===== src/inc/fifo_host_pkg.sv =====
/*
 Constants, pin bundles and state enumerations for the controller that drives
 one 4-bit fall-through FIFO slice through its pins. Assumes a 200 MHz system clock.
*/
package fifo_host_pkg;

  localparam int CLK_NS = 5;
  // Shortest high or low time on the load and clear strobes and the serial clocks; the push strobe is not timed.
  localparam int PULSE_NS = 50;
  localparam int PULSE_CYC_I = (PULSE_NS + CLK_NS - 1) / CLK_NS;

  typedef logic [7:0] cnt_t;
  localparam cnt_t PULSE_CYC = cnt_t'(PULSE_CYC_I);
  localparam cnt_t CNT_ZERO = 8'h00;
  localparam cnt_t CNT_ONE = 8'h01;

  localparam int WORD_W = 4;
  typedef logic [WORD_W-1:0] word_t;
  typedef logic [1:0] bit_idx_t;
  localparam bit_idx_t FIRST_BIT = 2'h0;
  localparam bit_idx_t LAST_BIT = 2'h3;
  localparam bit_idx_t BIT_STEP = 2'h1;

  typedef struct packed {
    word_t par_in_bits;
    logic ser_in_bit;
    logic parallel_load;
    logic ser_in_clk_n;
    logic in_enable_n;
    logic push_stack_n;
    logic clear_n;
    logic out_enable_n;
    logic pop_serial_n;
    logic pop_parallel;
    logic par_out_drive_n;
    logic ser_out_clk_n;
  } drive_s;

  typedef struct packed {
    word_t par_out_bits;
    logic ser_out_bit;
    logic in_full_n;
    logic out_empty_n;
  } sense_s;

  localparam int SENSE_W = $bits(sense_s);

  localparam drive_s DRIVE_RST = '{
    par_in_bits: 4'h0,
    ser_in_bit: 1'h0,
    parallel_load: 1'h0,
    ser_in_clk_n: 1'h0,
    in_enable_n: 1'h0,
    push_stack_n: 1'h1,
    clear_n: 1'h0,
    out_enable_n: 1'h0,
    pop_serial_n: 1'h0,
    pop_parallel: 1'h0,
    par_out_drive_n: 1'h1,
    ser_out_clk_n: 1'h0
  };

  typedef enum logic [2:0] {
    IN_CLEAR,
    IN_IDLE,
    IN_PLOAD,
    IN_SHIFT_HI,
    IN_SHIFT_LO,
    IN_PUSH
  } in_st_e;

  typedef enum logic [2:0] {
    OUT_WAIT,
    OUT_REQ,
    OUT_SETTLE,
    OUT_SCLK_HI,
    OUT_SCLK_LO,
    OUT_DROP
  } out_st_e;

endpackage : fifo_host_pkg


===== src/hdl/fifo_host.sv =====
/*
 Controller that writes words into and reads words out of one fall-through FIFO
 slice through its pins, in serial or parallel form chosen per word.
 Assumes the slice is used alone as a row master and that its outputs arrive
 asynchronously; all of them are synchronised before use.
*/
`timescale 1ns/100ps
`default_nettype none
module fifo_host (
  input wire logic clk_sys,
  input wire logic rst_n,
  input wire logic wr_valid,
  input wire fifo_host_pkg::word_t wr_data,
  input wire logic wr_serial,
  output wire logic wr_ready,
  input wire logic rd_serial,
  input wire logic rd_ready,
  output wire logic rd_valid,
  output wire fifo_host_pkg::word_t rd_data,
  input wire fifo_host_pkg::sense_s pins_in,
  output wire fifo_host_pkg::drive_s pins_out
);
  typedef struct packed {
    fifo_host_pkg::in_st_e in_st;
    fifo_host_pkg::out_st_e out_st;
    fifo_host_pkg::cnt_t cnt_in;
    fifo_host_pkg::cnt_t cnt_out;
    fifo_host_pkg::bit_idx_t bit_in;
    fifo_host_pkg::bit_idx_t bit_out;
    fifo_host_pkg::word_t word_in;
    logic rd_ser;
    logic wr_ready;
    logic rd_valid;
    fifo_host_pkg::word_t rd_data;
    fifo_host_pkg::drive_s drv;
  } state_s;

  state_s q;
  state_s d;
  fifo_host_pkg::sense_s s;

  // The slice has no clock of ours, so every pin it drives is resynchronised.
  sync2 #(
    .W(fifo_host_pkg::SENSE_W)
  ) sync2_inst (
    .clk_sys(clk_sys),
    .rst_n(rst_n),
    .d(pins_in),
    .q(s)
  );

  // Counters stop at zero so an idle state never wraps round to a long wait.
  function automatic fifo_host_pkg::cnt_t count_down(input fifo_host_pkg::cnt_t c);
    if (c == fifo_host_pkg::CNT_ZERO) begin
      return c;
    end
    return c - fifo_host_pkg::CNT_ONE;
  endfunction : count_down

  function automatic fifo_host_pkg::bit_idx_t next_bit(input fifo_host_pkg::bit_idx_t b);
    return b + fifo_host_pkg::BIT_STEP;
  endfunction : next_bit

  always_comb begin
    d = q;
    d.cnt_in = count_down(q.cnt_in);
    d.cnt_out = count_down(q.cnt_out);
    if (q.rd_valid && rd_ready) begin
      d.rd_valid = 1'h0;
    end

    case (q.in_st)
      fifo_host_pkg::IN_CLEAR: begin
        if (q.cnt_in == fifo_host_pkg::CNT_ZERO) begin
          d.drv.clear_n = 1'h1;
          d.wr_ready = 1'h1;
          d.in_st = fifo_host_pkg::IN_IDLE;
        end
      end
      fifo_host_pkg::IN_IDLE: begin
        if (wr_valid) begin
          d.wr_ready = 1'h0;
          d.word_in = wr_data;
          d.cnt_in = fifo_host_pkg::PULSE_CYC;
          if (wr_serial) begin
            // Parallel load is left low for the whole serial entry.
            d.bit_in = fifo_host_pkg::FIRST_BIT;
            d.drv.ser_in_bit = wr_data[0];
            d.drv.ser_in_clk_n = 1'h1;
            d.in_st = fifo_host_pkg::IN_SHIFT_HI;
          end else begin
            // Serial input clock is already low here.
            d.drv.par_in_bits = wr_data;
            d.drv.parallel_load = 1'h1;
            d.in_st = fifo_host_pkg::IN_PLOAD;
          end
        end
      end
      fifo_host_pkg::IN_PLOAD: begin
        if (q.cnt_in == fifo_host_pkg::CNT_ZERO && !s.in_full_n) begin
          d.drv.parallel_load = 1'h0;
          d.in_st = fifo_host_pkg::IN_PUSH;
        end
      end
      fifo_host_pkg::IN_SHIFT_HI: begin
        if (q.cnt_in == fifo_host_pkg::CNT_ZERO) begin
          d.drv.ser_in_clk_n = 1'h0;
          d.cnt_in = fifo_host_pkg::PULSE_CYC;
          d.in_st = fifo_host_pkg::IN_SHIFT_LO;
        end
      end
      fifo_host_pkg::IN_SHIFT_LO: begin
        if (q.cnt_in == fifo_host_pkg::CNT_ZERO) begin
          if (q.bit_in == fifo_host_pkg::LAST_BIT) begin
            d.in_st = fifo_host_pkg::IN_PUSH;
          end else begin
            d.bit_in = next_bit(q.bit_in);
            d.drv.ser_in_bit = q.word_in[next_bit(q.bit_in)];
            d.drv.ser_in_clk_n = 1'h1;
            d.cnt_in = fifo_host_pkg::PULSE_CYC;
            d.in_st = fifo_host_pkg::IN_SHIFT_HI;
          end
        end
      end
      fifo_host_pkg::IN_PUSH: begin
        // Push is asked only once input-full is seen, and held until it clears.
        if (q.drv.push_stack_n) begin
          if (!s.in_full_n) begin
            d.drv.push_stack_n = 1'h0;
          end
        end else if (s.in_full_n) begin
          d.drv.push_stack_n = 1'h1;
          d.wr_ready = 1'h1;
          d.in_st = fifo_host_pkg::IN_IDLE;
        end
      end
      default: d.in_st = fifo_host_pkg::IN_CLEAR;
    endcase

    case (q.out_st)
      fifo_host_pkg::OUT_WAIT: begin
        // A read word is held until taken; the slice's register waits meanwhile.
        if (q.in_st != fifo_host_pkg::IN_CLEAR && !q.rd_valid) begin
          d.rd_ser = rd_serial;
          d.drv.pop_parallel = 1'h1;
          d.drv.pop_serial_n = 1'h0;
          d.drv.par_out_drive_n = rd_serial;
          d.bit_out = fifo_host_pkg::FIRST_BIT;
          d.out_st = fifo_host_pkg::OUT_REQ;
        end
      end
      fifo_host_pkg::OUT_REQ: begin
        if (s.out_empty_n) begin
          d.cnt_out = fifo_host_pkg::PULSE_CYC;
          d.out_st = fifo_host_pkg::OUT_SETTLE;
        end
      end
      fifo_host_pkg::OUT_SETTLE: begin
        if (q.cnt_out == fifo_host_pkg::CNT_ZERO) begin
          d.cnt_out = fifo_host_pkg::PULSE_CYC;
          if (!q.rd_ser) begin
            d.rd_data = s.par_out_bits;
            d.drv.pop_parallel = 1'h0;
            d.out_st = fifo_host_pkg::OUT_DROP;
          end else begin
            // Stop asking for a word so none reloads mid-shift.
            d.rd_data[q.bit_out] = s.ser_out_bit;
            d.drv.pop_serial_n = 1'h1;
            d.drv.ser_out_clk_n = 1'h1;
            d.out_st = fifo_host_pkg::OUT_SCLK_HI;
          end
        end
      end
      fifo_host_pkg::OUT_SCLK_HI: begin
        if (q.cnt_out == fifo_host_pkg::CNT_ZERO) begin
          d.drv.ser_out_clk_n = 1'h0;
          d.cnt_out = fifo_host_pkg::PULSE_CYC;
          d.out_st = fifo_host_pkg::OUT_SCLK_LO;
        end
      end
      fifo_host_pkg::OUT_SCLK_LO: begin
        if (q.cnt_out == fifo_host_pkg::CNT_ZERO) begin
          if (q.bit_out == fifo_host_pkg::LAST_BIT) begin
            d.drv.pop_parallel = 1'h0;
            d.out_st = fifo_host_pkg::OUT_DROP;
          end else begin
            d.bit_out = next_bit(q.bit_out);
            d.cnt_out = fifo_host_pkg::PULSE_CYC;
            d.out_st = fifo_host_pkg::OUT_SETTLE;
          end
        end
      end
      fifo_host_pkg::OUT_DROP: begin
        if (!s.out_empty_n) begin
          d.rd_valid = 1'h1;
          d.drv.pop_serial_n = 1'h0;
          d.out_st = fifo_host_pkg::OUT_WAIT;
        end
      end
      default: d.out_st = fifo_host_pkg::OUT_WAIT;
    endcase
  end

  always_ff @(posedge clk_sys) begin
    if (!rst_n) begin
      q <= '0;
      q.cnt_in <= fifo_host_pkg::PULSE_CYC;
      // Both slice enables stay low from here on, so the slice is its own row master.
      q.drv <= fifo_host_pkg::DRIVE_RST;
    end else begin
      q <= d;
    end
  end

  assign wr_ready = q.wr_ready;
  assign rd_valid = q.rd_valid;
  assign rd_data = q.rd_data;
  assign pins_out = q.drv;
endmodule : fifo_host
`default_nettype wire


===== src/hdl/sync2.sv =====
/*
 Two-stage synchroniser for a bundle of levels from outside the clock domain.
 Assumes each bit is a slow level; bits are not kept coherent with each other.
*/
`timescale 1ns/100ps
`default_nettype none
module sync2 #(
  parameter int W = 1
) (
  input wire logic clk_sys,
  input wire logic rst_n,
  input wire logic [W-1:0] d,
  output wire logic [W-1:0] q
);
  typedef struct packed {
    logic [W-1:0] meta;
    logic [W-1:0] stable;
  } state_s;

  state_s st_q;
  state_s st_d;

  always_comb begin
    st_d.meta = d;
    st_d.stable = st_q.meta;
  end

  always_ff @(posedge clk_sys) begin
    if (!rst_n) begin
      st_q <= '0;
    end else begin
      st_q <= st_d;
    end
  end

  assign q = st_q.stable;
endmodule : sync2
`default_nettype wire


===== config.mk =====
export PLATFORM = sky130hd
export DESIGN_NAME = fifo_host
export DESIGN_NICKNAME = d
export VERILOG_FILES = /design/src/inc/fifo_host_pkg.sv /design/src/hdl/fifo_host.sv /design/src/hdl/sync2.sv
export SDC_FILE = /design/constraint.sdc
export NUM_CORES = 1
export LEC_CHECK = 0
export BUFFER_PORTS_ARGS = -buffer_cell sky130_fd_sc_hd__buf_2
export CAP_MARGIN = 10
export CORE_MARGIN = 3
export CORE_UTILIZATION = 55
export CTS_BUF_LIST = sky130_fd_sc_hd__clkbuf_4 sky130_fd_sc_hd__clkbuf_8
export DETAILED_ROUTE_END_ITERATION = 8
export PLACE_DENSITY = 0.75
export SLEW_MARGIN = 40
export SYNTH_ARGS = -nofsm -noshare
export SYNTH_HDL_FRONTEND = slang
export SYNTH_SLANG_ARGS = --single-unit
export TNS_END_PERCENT = 5

===== constraint.sdc =====
create_clock -name clk_sys -period 2.28 [get_ports clk_sys]
set_input_delay 0.456 -clock clk_sys [delete_from_list [all_inputs] [get_ports clk_sys]]
set_output_delay 0.456 -clock clk_sys [all_outputs]
set_load 0.01 [all_outputs]

==> results_dict.tcl <==
set metrics [dict create \
    outcome "finished clean" \
    cts_buffers 9 \
    yosysSeqAreaShare 0.407 \
    ctsHoldBuffers 0 \
    clkTransAtPathRegs_ns 0.07 \
    max_slew_margin 0.540 \
    yosysTopAreaCell "dfxtp_1" \
    hp-class "primary input to flip-flop" \
    postSynthAreaPerCell_sq_um 8.81 \
    layout-drive-gt1-share 0.204 \
    syn_area_sq_um 3140 \
    rows 26 \
    core-area_sq_um 5300 \
    tritoncts "built" \
    grt_pass1_vias 2422 \
    yosysTopAreaCellShare 0.407 \
    synth_most_common_cell "dfxtp_1" \
    ys_top_cells_by_area "dfxtp_1 (41%), mux2i_1 (6.0%), nor2_1 (5.0%)" \
    slowest_delay_ns 0.42 \
    hold_violations 0 \
    clockPowerShare 0.260 \
    finClkSkew_ns 0.00385 \
    crit_path_start_kind "flip-flop" \
    worst-path-buf-inv 2 \
    power_frac_seq 0.381 \
    maxCapViolCount 0 \
    comb_power_share 0.359 \
    die_y_um 81.6 \
    io_buffers 35 \
    vdd_drop_max_v 0.000559 \
    gp_congestion 0.872 \
    wl_per_cell_um 13.4 \
    critical_path_arrival_ns 2.30 \
    io_pins 38 \
    postCtsSetupRepairBufs 0 \
    grt.overflow.total 0 \
    synthArstFlopShare 0 \
    crit_chain "inv_1 > ha_1 > or3b_4 > nor2_4 > inv_6 > a311oi_4 > a21oi_1 > a311oi_1" \
    die_width_um 81.6 \
    finalCritPeriodShare 0.899 \
    grt_pass1_wl_mm 10.7 \
    max_freq_ghz 0.488 \
    synth_commonest_cells "dfxtp_1 (64), nor2_1 (42), nand2_1 (23), o21ai_0 (22)" \
    nets 408 \
    via_per_inst 5.49 \
    rsz0062_at_grt "no" \
    cp.required_ns 2.53 \
    initial_core_util 0.593 \
    htree_num_levels 3 \
    via_count 2511 \
    cts_sinks 64 \
    place_hpwl_mm 4.38 \
    totalWireLength_mm 6.12 \
    cp-end-kind "flip-flop" \
    crit_type "flip-flop to flip-flop" \
    post-route-util 0.660 \
    leakage_uw 0.00148 \
    n_antenna_cell 0 \
    sw_frac_of_total 0.343 \
    cts_buffer_depth 2 \
    synth_top_flop_cell "dfxtp_1" \
    insertion_delay_ns 0.34 \
    synth_edf_count 0 \
    critPathTopFamily "compound AO/OA/AOI/OAI gates" \
    period_needed_ns 2.05 \
    syn_to_final_growth_pct 11.3 \
    drt-pass1-iter-count 4 \
    yosys_warnings 0 \
    grtUsageTotal 0.210 \
    drc 0 \
    slowest_stage "or3b_4" \
    worst_slew_pin_slew_ns 0.679 \
    cts_resized 0 \
    intPower_uw 2530 \
    clock-root-buffer "clkbuf_8" \
    maxSlewViolCount 0 \
    setup_viol 0 \
    antenna_found_initial 0 \
    cp_max_fo 6 \
    ant_nets 0 \
    die_area_sq_um 6660 \
    synth_cells 357 \
    tns_ns 0 \
    power.density_nw_per_um2 1100 \
    synth-seq-cells 64 \
    drtIter0Drc 117 \
    switchingPower_uw 1320 \
    synthDistinctLibCells 55 \
    grt_max_degree 30 \
]
-- layer usage --
metal | global-route usage | vias up | share of wire
li1 | - | 1274 | -
met1 | 0.263 | 1163 | 0.48
met2 | 0.327 | 64 | 0.44
met3 | 0.0592 | 10 | 0.055
met4 | 0.113 | 0 | 0.022
met5 | 0 | - | 0
-- cell families after synthesis --
group / share of synthesized area
AND/OR/NAND/NOR: 0.216
AO/OA/AOI/OAI: 0.157
flip-flops: 0.407
buffers and inverters: 0.0895
multiplexers: 0.0676
adder cells (fa/ha/maj): 0.0358
XOR/XNOR: 0.0251
other: 0.00119
-- through the flow --
step / instances / hold slack (ns) / area [sq um] / worst slack [ns] / total power, uW
final: 457 / 0.313 / 3500 / 0.231 / 3850
after global routing: 457 / 0.316 / 3500 / 0.0731 / 4120
after CTS: 457 / 0.303 / 3500 / 0.101 / 3850
after detailed placement: 441 / 0.419 / 3290 / 0.154 / 2850
after global placement: 441 / 0.414 / 3290 / 0.203 / 2800
after floorplan: 358 / 0.412 / 3150 / 0.243 / 2580
-- flip-flops by register name, indices dropped and copies added (netlist names) --
| register | flops |
|---|---|
| pins_out | 13 |
| q | 31 |
| rd_data | 4 |
| rd_valid | 1 |
| sync2_inst.q | 7 |
| sync2_inst.st_d | 7 |
| wr_ready | 1 |
-- area by class of cell --
class | count | area, sq um
well taps | 70 | 87.6
clock inverters | 3 | 40.0
repair buffers | 47 | 265
fillers | 455 | 1800
flip-flops and latches | 64 | 1280
multi-input cells | 242 | 1590
inverters | 18 | 72.6
clock buffers | 13 | 166
-- power by group through the flow --
stage	logic (uW)	clock network (uW)	registers, uW
3_3_place_gp	1320	0	1480
2_1_floorplan	1140	0	1440
6_report	1380	1000	1470
4_1_cts	1370	1010	1460
5_1_grt	1560	1050	1500
3_5_place_dp	1360	0	1490
-- worst paths after layout --
| path | from | endpoint | slack, ns | depth (start not counted) |
|---|---|---|---|---|
| setup reg to reg | q[30]$_SDFF_PN0_ | q[48]$_SDFFE_PN0P_ | 0.23 | 8 |
| hold reg to reg | sync2_inst.st_d[3]$_SDFF_PN0_ | sync2_inst.q[3]$_SDFF_PN0_ | 0.43 | 1 |
| hold / removal | pins_in[1] | sync2_inst.st_d[1]$_SDFF_PN0_ | 0.31 | 2 |
| setup / recovery | q[30]$_SDFF_PN0_ | q[48]$_SDFFE_PN0P_ | 0.23 | 8 |
-- cells in the final DEF (no fill, tap or decap), drive strengths merged, types with 7 or more instances in the layout --
master,instances
dfxtp,64
nor2,43
nor2b,7
a21oi,16
inv,17
clkbuf,13
and2,15
o21ai,22
nand2,23
ha,9
mux2i,19
buf,47
xnor2,7
nor3,8
-- worst register-to-register path, delay by kind of cell (launching register included) --
family,cells,cell delay [ns]
and+or+nand+nor,2,0.63
AOI/OAI and AO/OA,3,0.64
DFF,1,0.32
buffers and inverters,2,0.17
adders and majority gates,1,0.20
Note: power is estimated with default switching activity, not from simulation.
